**config.mk**
```make
export PLATFORM = sky130hd
export DESIGN_NAME = usb_ep_device_flat
export DESIGN_NICKNAME = d
export VERILOG_FILES = /design/src/core/usb_ep_pkg.sv /design/src/core/usb_link_if.sv /design/src/core/usb_ep_device.sv /design/src/flat_wrapper.sv
export SDC_FILE = /design/constraint.sdc
export NUM_CORES = 1
export LEC_CHECK = 0
export ABC_AREA = 1
export BUFFER_PORTS_ARGS = -buffer_cell sky130_fd_sc_hd__buf_2
export CAP_MARGIN = 30
export CORE_MARGIN = 5
export CORE_UTILIZATION = 49
export CTS_CLUSTER_DIAMETER = 100
export DETAILED_ROUTE_END_ITERATION = 8
export HOLD_SLACK_MARGIN = 0.12
export PLACE_DENSITY = 0.84
export SLEW_MARGIN = 20
export SYNTH_ARGS = -nofsm -noshare
export SYNTH_HDL_FRONTEND = slang
export SYNTH_SLANG_ARGS = --single-unit
```
**constraint.sdc**
```tcl
create_clock -name clk_sys -period 2.4 [get_ports clk_sys]
set_clock_uncertainty 0.05 [all_clocks]
set_input_delay 0.48 -clock clk_sys [delete_from_list [all_inputs] [get_ports clk_sys]]
set_output_delay 0.48 -clock clk_sys [all_outputs]
set_load 0.02 [all_outputs]
```
**src/core/usb_ep_pkg.sv**
```systemverilog
// Shared constants and types for the endpoint 0 / bulk IN link logic
`default_nettype none
package usb_ep_pkg;
  localparam logic [7:0] ADDR_CSR0 = 8'h00;
  localparam logic [7:0] ADDR_TXCSR = 8'h04;
  localparam logic [7:0] ADDR_TX_MAX_PAYLOAD = 8'h08;
  localparam logic [7:0] ADDR_TX_FIFO_SIZE_CONFIG = 8'h0C;
  localparam logic [7:0] ADDR_EP0_PHASE = 8'h10;
  localparam logic [7:0] ADDR_TX_LOAD_LEN = 8'h14;
  // ep0_control_status bits
  localparam int B0_RX_READY = 0;
  localparam int B0_TX_READY = 1;
  localparam int B0_STALL_SENT = 2;
  localparam int B0_DATA_END = 3;
  localparam int B0_PREM_END = 4;
  localparam int B0_STALL_REQ = 5;
  localparam int B0_RX_SERVICED = 6;
  localparam int B0_PREM_SERVICED = 7;
  // tx_endpoint_control_status bits
  localparam int BT_TX_READY = 0;
  localparam int BT_FIFO_OCCUPIED = 1;
  localparam int BT_FIFO_DISCARD = 3;
  localparam int BT_CLEAR_TOGGLE = 6;
  localparam int BT_CTL_LO = 10;
  localparam int BT_CTL_HI = 14;
  localparam int BT_DMA_SUPPRESS = 10;
  localparam int BT_FORCE_TOGGLE = 11;
  localparam int BT_DMA_ENABLE = 12;
  localparam int BT_DIR_TX = 13;
  localparam int BT_ISO = 14;
  localparam int BF_DOUBLE_BUFFER = 4;
  localparam int PAYLOAD_BITS = 11;
  localparam logic [1:0] PHASE_RX = 2'h1;
  localparam logic [1:0] PHASE_TX = 2'h2;
  localparam logic [15:0] TX_MAX_PAYLOAD_RESET = 16'h0040;
  localparam logic TOGGLE_INIT = 1'b0;
  localparam logic [1:0] FIFO_SLOTS = 2'h2;
  localparam logic [10:0] EP0_MAX_PKT = 11'h040;
  typedef enum logic [1:0] {PID_SETUP, PID_OUT, PID_IN} token_e;
  typedef enum logic [1:0] {RESP_ACK, RESP_NAK, RESP_STALL, RESP_DATA} resp_e;
  typedef enum logic [1:0] {EP0_IDLE, EP0_TX, EP0_RX} ep0_state_e;
endpackage
`default_nettype wire

```
**src/core/usb_link_if.sv**
```systemverilog
// Transaction-level link between the host controller end and the device end
`default_nettype none
interface usb_link_if;
  logic xact_valid;
  usb_ep_pkg::token_e xact_pid;
  logic xact_ep;
  logic xact_dpid;
  logic [10:0] xact_len;
  logic xact_ack_ok;
  logic resp_valid;
  usb_ep_pkg::resp_e resp_code;
  logic [10:0] resp_len;
  logic resp_dpid;
  modport device (input xact_valid, xact_pid, xact_ep, xact_dpid, xact_len, xact_ack_ok,
                  output resp_valid, resp_code, resp_len, resp_dpid);
  modport host (output xact_valid, xact_pid, xact_ep, xact_dpid, xact_len, xact_ack_ok,
                input resp_valid, resp_code, resp_len, resp_dpid);
endinterface
`default_nettype wire
```
**src/core/usb_ep_device.sv**
```systemverilog
// Device end: endpoint 0 control transfers and bulk IN endpoint with APB registers
`default_nettype none
module usb_ep_device #(
  parameter logic [10:0] EP0_MAX = usb_ep_pkg::EP0_MAX_PKT
) (
  input wire logic clk_sys,
  input wire logic rstn,
  input wire logic psel,
  input wire logic penable,
  input wire logic pwrite,
  input wire logic [7:0] paddr,
  input wire logic [31:0] pwdata,
  output logic [31:0] prdata,
  output logic pready,
  output logic pslverr,
  usb_link_if.device link,
  output logic dma_req,
  input wire logic dma_ack,
  output logic ep0_irq,
  output logic tx_irq
);
  usb_ep_pkg::ep0_state_e state;
  usb_ep_pkg::resp_e e0_code;
  logic rx_ready, tx0_ready, data_end, stall_req, stall_sent, prem_end;
  logic [15:0] tx_maxp;
  logic [4:0] tx_ctl;
  logic dbl_buf, toggle;
  logic [10:0] load_len;
  logic [1:0] cnt;
  logic rd_ptr;
  logic [10:0] len_q [2];
  logic e0_stall, e0_prem, e0_rx, e0_sent, e0_done;
  logic [31:0] rd_mux;

  // Bus decode
  wire logic wr = psel && penable && pwrite;
  wire logic sel_csr0 = paddr == usb_ep_pkg::ADDR_CSR0;
  wire logic sel_txcsr = paddr == usb_ep_pkg::ADDR_TXCSR;
  wire logic sel_maxp = paddr == usb_ep_pkg::ADDR_TX_MAX_PAYLOAD;
  wire logic sel_fifosz = paddr == usb_ep_pkg::ADDR_TX_FIFO_SIZE_CONFIG;
  wire logic sel_phase = paddr == usb_ep_pkg::ADDR_EP0_PHASE;
  wire logic sel_load = paddr == usb_ep_pkg::ADDR_TX_LOAD_LEN;
  wire logic mapped = sel_csr0 || sel_txcsr || sel_maxp || sel_fifosz || sel_phase || sel_load;
  wire logic wr_csr0 = wr && sel_csr0;
  wire logic wr_txcsr = wr && sel_txcsr;
  wire logic wr_phase = wr && sel_phase;

  assign pready = 1'b1;
  assign pslverr = psel && penable && !mapped;

  // Link decode
  wire logic take = link.xact_valid && !link.resp_valid;
  wire logic tok0 = take && !link.xact_ep;
  wire logic tok1 = take && link.xact_ep;
  wire logic is_setup = link.xact_pid == usb_ep_pkg::PID_SETUP;
  wire logic is_in = link.xact_pid == usb_ep_pkg::PID_IN;

  // Endpoint 0 token handling
  always_comb
  begin
    e0_code = usb_ep_pkg::RESP_NAK;
    e0_stall = 1'b0;
    e0_prem = 1'b0;
    e0_rx = 1'b0;
    e0_sent = 1'b0;
    e0_done = 1'b0;
    if (tok0)
    begin
      if (is_setup)
      begin
        e0_code = usb_ep_pkg::RESP_ACK;
        e0_rx = 1'b1;
        e0_prem = state != usb_ep_pkg::EP0_IDLE;
      end
      else if (stall_req)
        e0_stall = 1'b1;
      else
      begin
        case (state)
          usb_ep_pkg::EP0_RX:
          begin
            if (is_in)
            begin
              // An IN before data end means the host cut the write short
              if (data_end)
              begin
                e0_code = usb_ep_pkg::RESP_DATA;
                e0_done = 1'b1;
              end
              else
                e0_prem = 1'b1;
            end
            else if (data_end)
              e0_stall = 1'b1;
            else if (link.xact_len > EP0_MAX)
              e0_stall = 1'b1;
            else if (!rx_ready)
            begin
              e0_code = usb_ep_pkg::RESP_ACK;
              e0_rx = 1'b1;
            end
          end
          usb_ep_pkg::EP0_TX:
          begin
            if (is_in)
            begin
              if (tx0_ready)
              begin
                e0_code = usb_ep_pkg::RESP_DATA;
                e0_sent = 1'b1;
              end
              else if (data_end)
                e0_stall = 1'b1;
            end
            else if (link.xact_len != 11'h000 || !link.xact_dpid)
              e0_stall = 1'b1;
            else
            begin
              e0_code = usb_ep_pkg::RESP_ACK;
              e0_done = data_end;
              e0_prem = !data_end;
            end
          end
          default:
          begin
            // No data phase: the status IN gets a zero-length packet
            if (is_in && !rx_ready)
            begin
              e0_code = usb_ep_pkg::RESP_DATA;
              e0_done = 1'b1;
            end
            else if (!is_in)
              e0_stall = 1'b1;
          end
        endcase
      end
    end
    if (e0_stall)
      e0_code = usb_ep_pkg::RESP_STALL;
  end

  wire logic go_idle = e0_stall || e0_prem || e0_done || (tok0 && is_setup);

  always_ff @(posedge clk_sys or negedge rstn)
  begin
    if (!rstn)
      state <= usb_ep_pkg::EP0_IDLE;
    else if (go_idle)
      state <= usb_ep_pkg::EP0_IDLE;
    else if (wr_phase)
      state <= pwdata[1:0] == usb_ep_pkg::PHASE_RX ? usb_ep_pkg::EP0_RX :
               pwdata[1:0] == usb_ep_pkg::PHASE_TX ? usb_ep_pkg::EP0_TX : usb_ep_pkg::EP0_IDLE;
  end

  // Endpoint 0 flags: for rx_ready, stall_sent and prem_end software clear first, hardware set wins
  always_ff @(posedge clk_sys or negedge rstn)
  begin
    if (!rstn)
    begin
      rx_ready <= 1'b0;
      tx0_ready <= 1'b0;
      data_end <= 1'b0;
      stall_req <= 1'b0;
      stall_sent <= 1'b0;
      prem_end <= 1'b0;
      ep0_irq <= 1'b0;
    end
    else
    begin
      rx_ready <= (rx_ready && !(wr_csr0 && pwdata[usb_ep_pkg::B0_RX_SERVICED])) || e0_rx;
      tx0_ready <= ((tx0_ready || (wr_csr0 && pwdata[usb_ep_pkg::B0_TX_READY])) && !e0_sent && !e0_prem)
                   && !go_idle;
      data_end <= (data_end && !go_idle) || (wr_csr0 && pwdata[usb_ep_pkg::B0_DATA_END]);
      stall_req <= (wr_csr0 ? pwdata[usb_ep_pkg::B0_STALL_REQ] : stall_req) && !e0_stall;
      stall_sent <= (stall_sent && !(wr_csr0 && !pwdata[usb_ep_pkg::B0_STALL_SENT])) || e0_stall;
      prem_end <= (prem_end && !(wr_csr0 && pwdata[usb_ep_pkg::B0_PREM_SERVICED])) || e0_prem;
      ep0_irq <= e0_stall || e0_prem || e0_rx || e0_sent || e0_done;
    end
  end

  // Bulk IN endpoint
  wire logic [1:0] cap = dbl_buf ? usb_ep_pkg::FIFO_SLOTS : 2'h1;
  wire logic room = cnt < cap;
  wire logic bulk_ok = !tx_ctl[usb_ep_pkg::BT_ISO - usb_ep_pkg::BT_CTL_LO]
                       && tx_ctl[usb_ep_pkg::BT_DIR_TX - usb_ep_pkg::BT_CTL_LO];
  wire logic force_tog = tx_ctl[usb_ep_pkg::BT_FORCE_TOGGLE - usb_ep_pkg::BT_CTL_LO];
  wire logic dma_on = tx_ctl[usb_ep_pkg::BT_DMA_ENABLE - usb_ep_pkg::BT_CTL_LO];
  wire logic quiet = dma_on && tx_ctl[usb_ep_pkg::BT_DMA_SUPPRESS - usb_ep_pkg::BT_CTL_LO];
  wire logic [10:0] payload = tx_maxp[usb_ep_pkg::PAYLOAD_BITS-1:0];
  wire logic sw_load = wr_txcsr && pwdata[usb_ep_pkg::BT_TX_READY];
  wire logic enq = (sw_load || (dma_ack && dma_on)) && room;
  wire logic [10:0] enq_len = sw_load ? load_len : payload;
  wire logic tx_send = tok1 && is_in && bulk_ok && cnt != 2'h0;
  wire logic tx_pop = tx_send && (link.xact_ack_ok || force_tog);
  wire logic discard = wr_txcsr && pwdata[usb_ep_pkg::BT_FIFO_DISCARD] && cnt != 2'h0 && !tx_pop;
  wire logic [1:0] next_cnt = cnt + {1'b0, enq} - {1'b0, tx_pop || discard};
  wire logic wr_slot = rd_ptr ^ cnt[0];

  assign dma_req = dma_on && room;

  always_ff @(posedge clk_sys or negedge rstn)
  begin
    if (!rstn)
    begin
      cnt <= 2'h0;
      rd_ptr <= 1'b0;
      toggle <= usb_ep_pkg::TOGGLE_INIT;
      tx_irq <= 1'b0;
    end
    else
    begin
      cnt <= next_cnt;
      rd_ptr <= rd_ptr ^ (tx_pop || discard);
      if (wr_txcsr && pwdata[usb_ep_pkg::BT_CLEAR_TOGGLE])
        toggle <= usb_ep_pkg::TOGGLE_INIT;
      else if (tx_pop)
        toggle <= !toggle;
      // Unless quiet (DMA on with suppress), tx_irq pulses when a packet leaves or a load still leaves room
      tx_irq <= !quiet && (tx_pop || (enq && next_cnt < cap));
    end
  end

  always_ff @(posedge clk_sys)
  begin
    if (enq)
      len_q[wr_slot] <= enq_len;
  end

  // Configuration registers
  always_ff @(posedge clk_sys or negedge rstn)
  begin
    if (!rstn)
    begin
      tx_ctl <= 5'h00;
      tx_maxp <= usb_ep_pkg::TX_MAX_PAYLOAD_RESET;
      dbl_buf <= 1'b0;
      load_len <= 11'h000;
    end
    else
    begin
      if (wr_txcsr)
        tx_ctl <= pwdata[usb_ep_pkg::BT_CTL_HI:usb_ep_pkg::BT_CTL_LO];
      if (wr && sel_maxp)
        tx_maxp <= pwdata[15:0];
      if (wr && sel_fifosz)
        dbl_buf <= pwdata[usb_ep_pkg::BF_DOUBLE_BUFFER];
      if (wr && sel_load)
        load_len <= pwdata[10:0];
    end
  end

  // Link answer, one cycle after the token is taken
  always_ff @(posedge clk_sys or negedge rstn)
  begin
    if (!rstn)
    begin
      link.resp_valid <= 1'b0;
      link.resp_code <= usb_ep_pkg::RESP_NAK;
      link.resp_len <= 11'h000;
      link.resp_dpid <= 1'b0;
    end
    else
    begin
      link.resp_valid <= take;
      if (tok0)
      begin
        link.resp_code <= e0_code;
        link.resp_len <= e0_sent ? load_len : 11'h000;
        link.resp_dpid <= e0_done || e0_sent;
      end
      else if (tok1)
      begin
        link.resp_code <= tx_send ? usb_ep_pkg::RESP_DATA : usb_ep_pkg::RESP_NAK;
        link.resp_len <= tx_send ? len_q[rd_ptr] : 11'h000;
        link.resp_dpid <= toggle;
      end
    end
  end

  // Read data is captured in the setup cycle
  wire logic tx_ready_rd = cnt >= cap;
  always_comb
  begin
    rd_mux = 32'h0000_0000;
    if (sel_csr0)
      rd_mux[7:0] = {1'b0, 1'b0, stall_req, prem_end, data_end, stall_sent, tx0_ready, rx_ready};
    else if (sel_txcsr)
    begin
      rd_mux[usb_ep_pkg::BT_CTL_HI:usb_ep_pkg::BT_CTL_LO] = tx_ctl;
      rd_mux[usb_ep_pkg::BT_FIFO_OCCUPIED] = cnt != 2'h0;
      rd_mux[usb_ep_pkg::BT_TX_READY] = tx_ready_rd;
    end
    else if (sel_maxp)
      rd_mux[15:0] = tx_maxp;
    else if (sel_fifosz)
      rd_mux[usb_ep_pkg::BF_DOUBLE_BUFFER] = dbl_buf;
    else if (sel_phase)
      rd_mux[1:0] = state == usb_ep_pkg::EP0_RX ? usb_ep_pkg::PHASE_RX :
                    state == usb_ep_pkg::EP0_TX ? usb_ep_pkg::PHASE_TX : 2'h0;
    else if (sel_load)
      rd_mux[10:0] = load_len;
  end

  always_ff @(posedge clk_sys or negedge rstn)
  begin
    if (!rstn)
      prdata <= 32'h0000_0000;
    else if (psel && !penable)
      prdata <= rd_mux;
  end
endmodule
`default_nettype wire

```
**src/flat_wrapper.sv**
```systemverilog
// flat-port wrapper written by rule: the top's interface ports become plain ports
module usb_ep_device_flat 
#(
  parameter logic [10:0] EP0_MAX = usb_ep_pkg::EP0_MAX_PKT
)
  (clk_sys, rstn, psel, penable, pwrite, paddr, pwdata, prdata, pready, pslverr, dma_req, dma_ack, ep0_irq, tx_irq, link_xact_valid, link_xact_pid, link_xact_ep, link_xact_dpid, link_xact_len, link_xact_ack_ok, link_resp_valid, link_resp_code, link_resp_len, link_resp_dpid);
  usb_link_if link_i ();
  input wire logic clk_sys;
  input wire logic rstn;
  input wire logic psel;
  input wire logic penable;
  input wire logic pwrite;
  input wire logic [7:0] paddr;
  input wire logic [31:0] pwdata;
  output logic [31:0] prdata;
  output logic pready;
  output logic pslverr;
  output logic dma_req;
  input wire logic dma_ack;
  output logic ep0_irq;
  output logic tx_irq;
  input wire logic [$bits(link_i.xact_valid)-1:0] link_xact_valid;
  input wire logic [$bits(link_i.xact_pid)-1:0] link_xact_pid;
  input wire logic [$bits(link_i.xact_ep)-1:0] link_xact_ep;
  input wire logic [$bits(link_i.xact_dpid)-1:0] link_xact_dpid;
  input wire logic [$bits(link_i.xact_len)-1:0] link_xact_len;
  input wire logic [$bits(link_i.xact_ack_ok)-1:0] link_xact_ack_ok;
  output wire logic [$bits(link_i.resp_valid)-1:0] link_resp_valid;
  output wire logic [$bits(link_i.resp_code)-1:0] link_resp_code;
  output wire logic [$bits(link_i.resp_len)-1:0] link_resp_len;
  output wire logic [$bits(link_i.resp_dpid)-1:0] link_resp_dpid;
  assign link_i.xact_valid = link_xact_valid;
  assign link_i.xact_pid = link_xact_pid;
  assign link_i.xact_ep = link_xact_ep;
  assign link_i.xact_dpid = link_xact_dpid;
  assign link_i.xact_len = link_xact_len;
  assign link_i.xact_ack_ok = link_xact_ack_ok;
  assign link_resp_valid = link_i.resp_valid;
  assign link_resp_code = link_i.resp_code;
  assign link_resp_len = link_i.resp_len;
  assign link_resp_dpid = link_i.resp_dpid;
  usb_ep_device #(.EP0_MAX(EP0_MAX)) u_core (.clk_sys(clk_sys), .rstn(rstn), .psel(psel), .penable(penable), .pwrite(pwrite), .paddr(paddr), .pwdata(pwdata), .prdata(prdata), .pready(pready), .pslverr(pslverr), .link(link_i), .dma_req(dma_req), .dma_ack(dma_ack), .ep0_irq(ep0_irq), .tx_irq(tx_irq));
endmodule
```
==> results of run 1 <==
[routing by layer]
layer | share of wire | routed length (um) | track usage
met4 | 0.027 | 344 | 0.08354
met2 | 0.48 | 6184 | 0.3557
met3 | 0.084 | 1076 | 0.03641
met5 | 0 | 0 | 0
met1 | 0.41 | 5225 | 0.2755
[cells by family after synthesis]
kind of cell | Yosys count | share of synthesized area
simple gates | 217 | 0.1914
compound gates | 115 | 0.1417
buf+inv | 103 | 0.09407
flops | 100 | 0.5160
mux | 11 | 0.02444
fa+ha+maj | 9 | 0.02222
xor+xnor | 5 | 0.008644
other cells | 2 | 0.001482
[how the worst max path moves through the flow]
stage | start | end | slack (ps)
2_1_floorplan | paddr[1] | u_core.tx_irq$_DFF_PN0_ | -280
3_3_place_gp | paddr[1] | u_core.tx_irq$_DFF_PN0_ | -380
3_5_place_dp | paddr[1] | u_core.tx_irq$_DFF_PN0_ | -540
4_1_cts | u_core.link.resp_valid$_DFF_PN0_ | u_core.tx_irq$_DFF_PN0_ | -50
5_1_grt | u_core.tx_ctl[4]$_DFFE_PN0N_ | u_core.tx_irq$_DFF_PN0_ | -220
6_report | u_core.tx_ctl[4]$_DFFE_PN0N_ | u_core.tx_irq$_DFF_PN0_ | -120
[layout make-up]
type                       count  area, sq um  area share
clock buffer                   9        123.9     0.02023
multi-input combinational    374         2110      0.3446
inverter                      71        267.8     0.04374
tap                          136        170.2     0.02779
sequential                   100         2616      0.4273
timing repair buffer         126        767.0      0.1253
clock inverter                 7        67.56     0.01104
[state kept, by name, summed over array words and instances (netlist names), 2 cells and up]
register and cells:
u_core.link.resp_code 2, u_core.link.resp_len 11, u_core.len_q 22, u_core.state 2, u_core.cnt 2, u_core.tx_maxp 16, u_core.load_len 11, u_core.tx_ctl 5
u_core.prdata 16
[layout by cell type (no fill, tap or decap), types with 2 or more instances in the layout]
cell / netlist / layout
nor2_4: 5 / 7
buf_4: 17 / 44
nand3_1: 17 / 16
clkinv_4: 0 / 3
dfrtp_1: 76 / 75
o21ai_2: 12 / 12
edfxtp_1: 22 / 22
a21oi_1: 19 / 19
a21boi_0: 2 / 2
inv_2: 7 / 11
nor3_4: 1 / 2
clkbuf_8: 0 / 9
ha_4: 0 / 2
nand2_1: 133 / 132
inv_1: 63 / 59
buf_2: 8 / 79
nor2_1: 36 / 33
nor2_2: 3 / 4
ha_1: 9 / 6
nand4_1: 3 / 3
xor2_1: 3 / 3
mux2_2: 11 / 11
nand2_2: 9 / 10
nand3_2: 2 / 3
o21ai_1: 8 / 8
o22ai_1: 3 / 3
o311ai_0: 3 / 3
conb_1: 2 / 17
nor3_1: 2 / 2
dfstp_2: 2 / 2
inv_8: 0 / 3
o211ai_1: 12 / 12
o21ai_0: 48 / 47
[where the power goes]
part	switching, mW	leakage [nW]	internal, mW
clock	0.649	0.0954	0.404
combinational	0.417	1.65	0.314
sequential	0.0738	1.22	1.86
[per-stage QoR]
step | cell area [sq um] | hold slack, ps
after floorplan | 5124 | 134.4
after global placement | 5806 | 406.4
after detailed placement | 5806 | 410.9
after CTS | 6116 | 247.8
after global routing | 6122 | 256.3
final | 6122 | 257.8
[what timing repair did]
action                                  CTS  global route
endpoints found under the setup margin    2             2
gates resized for setup                  17             5
hold endpoints to repair                 39             0
buffers inserted                          4             0
hold buffers                              1             0
pin swaps                                12             1
==> out/metrics.csv, run 1 <==
stage,metric,value,unit
status,outcome,"complete, but fails checks",
status,violations,negative setup slack,
global_routing,antenna_violations_before_repair,0,
detailed_routing,remaining_drc_errors,0,
logic_synthesis,synth_area,5067,sq um
global_routing,number_of_global_route_vias_before_repair,4397,
place,place.detailed.hpwl,9543,um
worst_hold_path,timing.hold.worst.start,pwdata[6],
global_routing,maximum_number_of_pins_on_one_net_before_global_route_repair,43,
setup_path,cp_top_family,adder cells,
setup_path,cp_slowest_cell,dfrtp_1,
logic_synthesis,post_synth_most_frequent_cells,"nand2_1, dfrtp_1, inv_1",
pwr,static-leakage-power,2.959,nW
cts,clk_pin_slew,110,ps
timing,tns,-121.1,ps
logic_synthesis,yosysSeqAreaShare,0.5160,
logic_synthesis,post_synth_main_area_contributors,"dfrtp_1, edfxtp_1, nand2_1, o21ai_0, inv_1",
die,fp.dieW,111.7,um
cts,tritoncts,done,
place,place_congestion,0.9239,
timing,drv_slew,0,
setup_path,critical_path.n_buffers_inverters,3,
setup_path,cp_max_fo,2,
logic_synthesis,synth_enable_flop_cells,22,
cts,clock-sinks,100,
global_routing,gr-usage-all-layers,0.2125,
setup_path,required_time_of_the_worst_setup_path,2630,ps
die,die_height,111.7,um
worst_hold_path,timing.hold.worst_endpoint,u_core.toggle$_DFFE_PN0P_,
setup_path,path_cells,inv_2 -> nand3_2 -> nor3_4 -> o21ai_2 -> o31ai_4 -> ha_1 -> inv_1 -> ha_2 -> xnor2_2 -> xor2_1 -> inv_2 -> ha_4 -> o21ai_2 -> nand3b_1 -> a22oi_2,
flow_run,max_cap_violations,0,
pwr,power,3.716,mW
logic_synthesis,synth_most_common_cell,nand2_1,
setup_path,r2r_start,u_core.tx_ctl[4]$_DFFE_PN0N_,
logic_synthesis,yosys_most_used_dff,dfrtp_1,
setup_path,critical-path-max-stage-delay,410,ps
place,worst_slack_after_detailed_placement,-541.7,ps
detailed_routing,ant_nets,0,
detailed_routing,via_count,4328,
detailed_routing,drt-total-wl,12830,um
cts,cts-buffers-inserted,9,
setup_path,critical_path_stages,15,
setup_path,r2r_cells,15,
setup_path,worst_ep_arrival_time,2750,ps
timing,unrepaired_setup_endpoints_after_global_routing,true,
cells_and_area,postLayoutCoreUtil,0.6011,
logic_synthesis,synth_top_cell_by_area,dfrtp_1,
setup_path,type_of_origin_of_the_critical_path,register,
cells_and_area,area.growth.synth_to_final,20.81,%
worst_hold_path,hold-path-cell-count,2,
logic_synthesis,post_synth_top_area_share,0.3753,
cts,cts_max_path_buffers,2,
timing,final-setup-viol-count,1,
timing,post-route-period-util,1.050,
timing,tightestPinTransition,595.8,ps
cells_and_area,final_cell_count_no_fill,823,
detailed_routing,firstDrtPassIters,5,
setup_path,ff2ff_setup_slack,-120,ps
setup_path,criticalPathCategory,register to register,
cts,root_buffer,clkbuf_8,
logic_synthesis,syn_area_per_cell,9.017,sq um
timing,finalWorstPathRequiredPeriod,2521,ps
die,number_of_primary_i_o_pins,115,
timing,hold_viol_final,0,
logic_synthesis,fraction_of_registers_with_async_set_reset,0.7800,
logic_synthesis,ys_ff_latch,100,
detailed_routing,detail_route.wl_per_cell,15.59,um
cells_and_area,nFillCells,834,
detailed_routing,drt_first_iter_violations,525,
cts,clk-insertion-delay-late,380,ps
timing,timing.max_slew.rel_slack,0.6028,
die,floorplan.core_area,10180,sq um
timing,timing_limited_maximum_frequency,0.3967,GHz
logic_synthesis,post_synth_inst_count,562,
cells_and_area,antenna_cells_inserted,0,
pwr,powerDensity,606.9,nW/um^2
cells_and_area,final_net_count,754,
pwr,max_rail_drop_vdd,341.1,uV
die,die_area,12480,sq um
cts,cts_max_level,3,
global_routing,grt_pass1_wl,21450,um
logic_synthesis,synth_warnings,0,
logic_synthesis,number_of_distinct_standard_cells_referenced_by_the_synthesized_netlist,47,
detailed_routing,routed_via_density,5.259,
setup_path,timing.rr.end,u_core.tx_irq$_DFF_PN0_,
worst_hold_path,timing.hold.worst.class,input port to register,
die,std_cell_rows,37,
place,io_buffer_count,81,
global_routing,grt_overflow_total,0,
die,starting_density,0.4975,
place,placedCellCount,802,
timing,worst_slack,-121.1,ps
cells_and_area,layout-drive-gt1-share,0.3144,
setup_path,crit_path_end_kind,register,
Note: power is estimated with default switching activity, not from simulation.
==> inputs of run 2 (changes only) <==
--- a/config.mk
+++ b/config.mk
@@ -5,7 +5,6 @@
 export SDC_FILE = /design/constraint.sdc
 export NUM_CORES = 1
 export LEC_CHECK = 0
-export ABC_AREA = 1
 export BUFFER_PORTS_ARGS = -buffer_cell sky130_fd_sc_hd__buf_2
 export CAP_MARGIN = 30
 export CORE_MARGIN = 5
@@ -13,7 +12,8 @@
 export CTS_CLUSTER_DIAMETER = 100
 export DETAILED_ROUTE_END_ITERATION = 8
 export HOLD_SLACK_MARGIN = 0.12
-export PLACE_DENSITY = 0.84
+export PLACE_DENSITY = 0.74
+export RECOVER_POWER = 100
 export SLEW_MARGIN = 20
 export SYNTH_ARGS = -nofsm -noshare
 export SYNTH_HDL_FRONTEND = slang
==> run 2 against run 1 <==
Against the previous run:
- the flow still finishes with violations (negative setup slack)
- first-iteration DRC count is 53% lower
- synthesized cell count down 25%
- critical path type is now input port to register
- register-to-register slack lost 140 ps
==> out/metrics.csv, run 2 <==
stage,metric,value,unit,change
global_routing,number_of_global_route_vias_before_repair,3925,,-11%
logic_synthesis,synth_enable_flop_cells,22,,unchanged
cts,clk_pin_slew,100,ps,about the same
pwr,powerDensity,537.1,nW/um^2,-12%
status,outcome,"complete, but fails checks",,
cts,tritoncts,done,,
timing,worst_slack,-306.2,ps,-185.2 ps
cts,cts_max_path_buffers,2,,unchanged
cells_and_area,most-common-layout-cells,"dfrtp_1, buf_2, buf_4",,
die,starting_density,0.5013,,+0.003743
die,fp.dieW,109.8,um,-1.7%
pwr,power,3.224,mW,-13%
status,violations,negative setup slack,,
detailed_routing,remaining_drc_errors,0,,unchanged
logic_synthesis,post_synth_top_area_share,0.3899,,+0.01463
logic_synthesis,syn_area_per_cell,11.53,sq um,+28%
pwr,static-leakage-power,2.724,nW,-8.0%
timing,unrepaired_setup_endpoints_after_global_routing,true,,
logic_synthesis,ys_ff_latch,100,,unchanged
timing,finalWorstPathRequiredPeriod,2706,ps,+185.2 ps
place,worst_slack_after_detailed_placement,-765.9,ps,-224.2 ps
logic_synthesis,post_synth_main_area_contributors,"dfrtp_1, edfxtp_1, mux2_2, mux2i_1, nor2_1",,
place,io_buffer_count,81,,unchanged
global_routing,gr-usage-all-layers,0.2246,,+0.01214
timing,hold_viol_final,0,,unchanged
global_routing,grt_pass1_wl,20420,um,-4.8%
logic_synthesis,post_synth_most_frequent_cells,"dfrtp_1, mux2_2, nor2_1",,
cells_and_area,area.growth.synth_to_final,23.06,%,
logic_synthesis,yosys_most_used_dff,dfrtp_1,,
place,dpl_cell_area,5851,sq um,+0.78%
die,std_cell_rows,36,,-2.7%
logic_synthesis,number_of_distinct_standard_cells_referenced_by_the_synthesized_netlist,60,,+28%
place,place_congestion,0.8778,,-5.0%
logic_synthesis,synth_area,4877,sq um,-3.8%
flow_run,max_cap_violations,0,,unchanged
cts,clock-sinks,100,,unchanged
timing,timing_limited_maximum_frequency,0.3695,GHz,-6.8%
cts,clk-insertion-delay-late,370,ps,about the same
timing,post-route-period-util,1.128,,+0.07715
die,number_of_primary_i_o_pins,115,,unchanged
cells_and_area,antenna_cells_inserted,0,,unchanged
timing,tightestPinTransition,904.2,ps,+308.5 ps
logic_synthesis,yosysSeqAreaShare,0.5362,,+0.02012
global_routing,maximum_number_of_pins_on_one_net_before_global_route_repair,43,,unchanged
setup_path,criticalPathCategory,input port to register,,
place,place.detailed.hpwl,9502,um,-0.42%
setup_path,worst_ep_arrival_time,2920,ps,+170 ps
logic_synthesis,post_synth_inst_count,423,,-25%
setup_path,crit_path_end_kind,register,,
detailed_routing,drt-total-wl,12980,um,+1.1%
die,floorplan.core_area,9729,sq um,-4.5%
worst_hold_path,timing.hold.worst.class,input port to register,,
detailed_routing,detail_route.wl_per_cell,18.67,um,+20%
logic_synthesis,fraction_of_registers_with_async_set_reset,0.7800,,unchanged
setup_path,type_of_origin_of_the_critical_path,input port,,
detailed_routing,drt_first_iter_violations,248,,-53%
die,die_height,109.8,um,-1.7%
timing,timing.max_slew.rel_slack,0.3972,,-0.2057
timing,final-setup-viol-count,2,,+1
cells_and_area,regMostFlops,u_core.len_q,,
place,placedCellCount,674,,-16%
die,die_area,12050,sq um,-3.4%
detailed_routing,via_count,3873,,-11%
detailed_routing,firstDrtPassIters,5,,unchanged
cells_and_area,nFillCells,832,,-0.24%
detailed_routing,routed_via_density,5.573,,+6.0%
detailed_routing,ant_nets,0,,unchanged
cells_and_area,postLayoutCellArea,6002,sq um,-2.0%
global_routing,antenna_violations_before_repair,0,,unchanged
logic_synthesis,synth_top_cell_by_area,dfrtp_1,,
cells_and_area,final_cell_count_no_fill,695,,-16%
pwr,max_rail_drop_vdd,331.3,uV,-2.9%
global_routing,grt_overflow_total,0,,unchanged
cells_and_area,largest_register_ff_count,22,,unchanged
setup_path,required_time_of_the_worst_setup_path,2610,ps,-20 ps
cts,root_buffer,clkbuf_8,,
cells_and_area,final_net_count,629,,-17%
cells_and_area,postLayoutCoreUtil,0.6169,,+0.01579
logic_synthesis,synth_warnings,0,,unchanged
timing,drv_slew,0,,unchanged
cts,cts-buffers-inserted,9,,unchanged
logic_synthesis,synth_most_common_cell,dfrtp_1,,
setup_path,cp_max_fo,3,,+1
cells_and_area,biggest_regs,"u_core.len_q (22), u_core.prdata (16), u_core.tx_maxp (16)",,
cts,cts_max_level,3,,unchanged
cells_and_area,commonest_non_fill_non_tap_cell_in_the_layout,dfrtp_1,,
cells_and_area,layout-drive-gt1-share,0.3149,,+0.0005361
## run 2: cell count changes after synthesis, moves of 12 or more
cell      delta
inv_1       -50
mux2i_1     +16
nand2_1    -107
mux2_2      +33
o21ai_0     -30
o21ai_2     -12
a221oi_1    +13
## run 2: repair_timing
action                                  in CTS  in global routing
pin swaps                                    6                  2
hold buffers                                 1                  0
endpoints found under the setup margin       1                 19
hold endpoints to repair                    35                  0
buffers inserted                             3                  1
gates resized for setup                      1                 13
## run 2: final cells by class
| type | count | area (sq um) | area share |
|---|---|---|---|
| Timing Repair Buffer | 144 | 834.6 | 0.1390 |
| Multi-Input combinational cell | 289 | 2148 | 0.3579 |
| Inverter | 13 | 51.30 | 0.008547 |
| Tap cell | 133 | 166.4 | 0.02773 |
| Clock inverter | 6 | 58.81 | 0.009798 |
| Clock buffer | 10 | 127.6 | 0.02126 |
| Sequential cell | 100 | 2615 | 0.4357 |
## run 2: metal layers
metal	track usage	share of wire	vias to the layer above
li1	-	-	1781
met1	0.3029	0.42	1924
met2	0.3731	0.49	151
met3	0.03817	0.069	17
met4	0.06589	0.015	0
met5	0	0	-
## run 2: stage by stage
step                TNS [ps]  hold WS (ps)
global route           -1377         285.9
detailed placement    -14040         407.3
floorplan             -11560         134.4
CTS                   -327.9         285.0
global placement       -9963         404.3
finish                -335.0         293.3
## run 2: worst paths after layout
path	end	slack [ps]	from	depth (start not counted)
min reg2reg	u_core.prdata[15]$_DFFE_PN0P_	430	u_core.prdata[15]$_DFFE_PN0P_	2
max reg2reg	u_core.tx_irq$_DFF_PN0_	-260	u_core.link.resp_valid$_DFF_PN0_	11
min	u_core.tx_maxp[15]$_DFFE_PN0P_	290	pwdata[15]	2
max in group asynchronous	u_core.link.resp_len[9]$_DFFE_PN0P_	380	rstn	3
max	u_core.tx_irq$_DFF_PN0_	-310	paddr[0]	13
min in group asynchronous	u_core.state[0]$_DFFE_PN0P_	720	rstn	2
## run 2: logic make-up (layout without fill, tap and decap cells)
| logic type | Yosys count | in the layout | share of synthesized area |
|---|---|---|---|
| flip-flops | 100 | 100 | 0.5362 |
| XOR/XNOR | 5 | 5 | 0.008981 |
| AO/OA/AOI/OAI | 85 | 85 | 0.1231 |
| adder cells (fa/ha/maj) | 9 | 9 | 0.02309 |
| buffers and inverters | 49 | 173 | 0.05182 |
| other | 2 | 17 | 0.001540 |
| AND/OR/NAND/NOR | 113 | 113 | 0.1208 |
| multiplexers | 60 | 60 | 0.1344 |
## run 2: power breakdown
part           leakage, nW  switching (mW)  total (mW)  internal [mW]
logic                 1.37           0.239       0.378          0.140
clock network       0.0902           0.622        1.02          0.398
registers             1.27          0.0367        1.83           1.79
total                 2.72           0.898        3.22           2.33
## run 2: critical path: stages
cell and delay (ps):
buf_2 90, or4_4 570, nor4b_4 250, nand2b_1 160
o22ai_4 170, ha_4 180, inv_4 40, ha_4 150
xnor2_2 140, xnor2_2 150, ha_1 270, o21ai_1 60
a32o_1 210
==> inputs of run 3 (changes only) <==
--- a/config.mk
+++ b/config.mk
@@ -14,6 +14,7 @@
 export HOLD_SLACK_MARGIN = 0.12
 export PLACE_DENSITY = 0.74
 export RECOVER_POWER = 100
+export SETUP_SLACK_MARGIN = 0.1
 export SLEW_MARGIN = 20
 export SYNTH_ARGS = -nofsm -noshare
 export SYNTH_HDL_FRONTEND = slang
==> run 3 against run 2 <==
Against the previous run:
- the flow still finishes with violations (negative setup slack)
- fmax grew 1.7%
- count of clock-buffer cells in the layout down 1
- clock power about the same
==> out/metrics.csv, run 3 (synthesis results as in run 2) <==
stage,metric,value,unit,change
setup_path,worst_ep_arrival_time,2870,ps,-50 ps
setup_path,r2r_cells,11,,unchanged
cells_and_area,postLayoutCoreUtil,0.6346,,+0.01775
detailed_routing,firstDrtPassIters,5,,unchanged
detailed_routing,via_count,3863,,-0.26%
cells_and_area,nFillCells,822,,-1.2%
setup_path,required_time_of_the_worst_setup_path,2610,ps,about the same
cts,root_buffer,clkbuf_8,,
timing,post-route-period-util,1.109,,-0.01882
die,std_cell_rows,36,,unchanged
global_routing,grt_overflow_total,0,,unchanged
setup_path,crit_path_end_kind,register,,
cells_and_area,most-common-layout-cells,"dfrtp_1, buf_4, buf_2",,
cells_and_area,biggest_regs,"u_core.len_q (22), u_core.prdata (16), u_core.tx_maxp (16)",,
setup_path,r2r_start,u_core.link.resp_valid$_DFF_PN0_,,
cells_and_area,largest_register_ff_count,22,,unchanged
timing,final-setup-viol-count,1,,-1
global_routing,antenna_violations_before_repair,0,,unchanged
setup_path,cp_max_fo,3,,unchanged
die,fp.dieW,109.8,um,unchanged
cts,clock-sinks,100,,unchanged
setup_path,crit_start,paddr[6],,
cts,clk-insertion-delay-late,370,ps,about the same
timing,finalWorstPathRequiredPeriod,2661,ps,-45.18 ps
cells_and_area,area.growth.synth_to_final,26.60,%,
detailed_routing,routed_via_density,5.526,,-0.83%
die,number_of_primary_i_o_pins,115,,unchanged
detailed_routing,drt_first_iter_violations,185,,-25%
cts,cts_max_path_buffers,2,,unchanged
cells_and_area,final_net_count,633,,+0.64%
cts,hold_buffers,0,,-1
setup_path,type_of_origin_of_the_critical_path,input port,,
setup_path,ff2ff_setup_slack,-230,ps,+30 ps
place,io_buffer_count,81,,unchanged
detailed_routing,remaining_drc_errors,0,,unchanged
cts,cts_max_level,3,,unchanged
setup_path,worst_setup_path_endpoint,u_core.tx_irq$_DFF_PN0_,,
die,die_height,109.8,um,unchanged
worst_hold_path,timing.hold.worst.class,input port to register,,
die,die_area,12050,sq um,unchanged
detailed_routing,drt-total-wl,12770,um,-1.6%
setup_path,criticalPathCategory,input port to register,,
detailed_routing,detail_route.wl_per_cell,18.27,um,-2.1%
cells_and_area,antenna_cells_inserted,0,,unchanged
timing,worst_slack,-261.1,ps,+45.18 ps
cells_and_area,commonest_non_fill_non_tap_cell_in_the_layout,dfrtp_1,,
timing,timing.max_slew.rel_slack,0.008106,,-0.3891
timing,hold_viol_final,0,,unchanged
place,place_congestion,0.8950,,+2.0%
setup_path,timing.rr.end,u_core.tx_irq$_DFF_PN0_,,
global_routing,gr-usage-all-layers,0.2203,,-0.004284
pwr,powerDensity,529.6,nW/um^2,-1.4%
flow_run,max_cap_violations,0,,unchanged
timing,drv_slew,0,,unchanged
global_routing,grt_pass1_wl,20130,um,-1.4%
place,placedCellCount,675,,+0.15%
cells_and_area,final_cell_count_no_fill,699,,+0.58%
global_routing,maximum_number_of_pins_on_one_net_before_global_route_repair,60,,+40%
worst_hold_path,timing.hold.worst.start,pwdata[15],,
status,outcome,"complete, but fails checks",,
cts,tritoncts,done,,
timing,timing_limited_maximum_frequency,0.3758,GHz,+1.7%
die,starting_density,0.5013,,unchanged
status,violations,negative setup slack,,
cts,cts-buffers-inserted,9,,unchanged
global_routing,number_of_global_route_vias_before_repair,3985,,+1.5%
timing,tightestPinTransition,1488,ps,+583.6 ps
pwr,static-leakage-power,2.785,nW,+2.2%
place,place.detailed.hpwl,9182,um,-3.4%
cells_and_area,regMostFlops,u_core.len_q,,
timing,unrepaired_setup_endpoints_after_global_routing,true,,
cells_and_area,layout-drive-gt1-share,0.3622,,+0.04724
pwr,max_rail_drop_vdd,368.5,uV,+11%
cts,clk_pin_slew,110,ps,about the same
detailed_routing,ant_nets,0,,unchanged
die,floorplan.core_area,9729,sq um,unchanged
run 3: cell count changes in the layout (fill, tap and decap cells not counted), moves of 3 or more:
cell | before | now
buf_4 | 42 | 56
buf_6 | 2 | 7
clkbuf_1 | 40 | 34
clkbuf_2 | 8 | 1
clkbuf_4 | 4 | 0
inv_1 | 11 | 8
mux2_1 | 7 | 0
mux2_2 | 37 | 44
run 3: stage by stage:
stage | cell area [sq um] | setup TNS [ps] | setup slack, ps | total power [mW] | hold WS (ps)
finish | 6175 | -261.1 | -261.1 | 3.270 | 283.1
global route | 6175 | -427.7 | -376.6 | 3.402 | 258.9
CTS | 6140 | -252.4 | -252.4 | 3.289 | 138.7
detailed placement | 5846 | -11450 | -739.2 | 2.246 | 416.1
global placement | 5846 | -9488 | -648.2 | 2.236 | 404.8
floorplan | 5005 | -11560 | -704.9 | 2.069 | 134.4
run 3: layout make-up:
type                    count  area (sq um)  share of cell area
flip-flops and latches    100          2615              0.4235
multi-input cells         289          2215              0.3587
repair buffers            148         927.1              0.1502
well taps                 133         166.4             0.02695
clock buffers               9         123.9             0.02006
clock inverters             7         71.32             0.01155
inverters                  13         56.30            0.009119
run 3: power by group:
group,leakage (nW),internal [mW],switching (mW)
Sequential,1.27,1.79,0.0358
Clock,0.0922,0.404,0.648
Combinational,1.43,0.149,0.244
Total,2.78,2.34,0.929
run 3: critical path, stage by stage:
cell and delay, ps:
buf_6 90, or4_4 570, nor4b_4 240, nand2b_1 140, o22ai_4 150, ha_4 160, inv_4 30, ha_4 150
xnor2_2 200, xnor2_2 110, ha_1 290, o21ai_1 60, a32o_1 210
run 3: what timing repair did:
item,CTS,global route
endpoints found under the hold margin,0,0
setup endpoints to repair,19,29
buffers inserted,6,2
pin swaps,2,2
resized for setup,12,19
run 3: routing by layer:
| layer | routed length [um] | track usage | up-vias |
|---|---|---|---|
| met1 | 5594 | 0.3023 | 1901 |
| met3 | 753 | 0.03582 | 27 |
| met5 | 0 | 0 | - |
| li1 | - | - | 1795 |
| met4 | 346 | 0.09083 | 0 |
| met2 | 6079 | 0.3487 | 140 |
run 3: how the worst min path moves through the flow:
stage / end / slack (ps) / cells past startpoint
floorplan: u_core.cnt[0]$_DFF_PN0_ / 130 / 0
global placement: u_core.prdata[15]$_DFFE_PN0P_ / 400 / 2
detailed placement: u_core.prdata[15]$_DFFE_PN0P_ / 420 / 2
CTS: u_core.state[0]$_DFFE_PN0P_ / 140 / 1
global route: u_core.tx_maxp[15]$_DFFE_PN0P_ / 260 / 2
finish: u_core.tx_maxp[15]$_DFFE_PN0P_ / 280 / 2
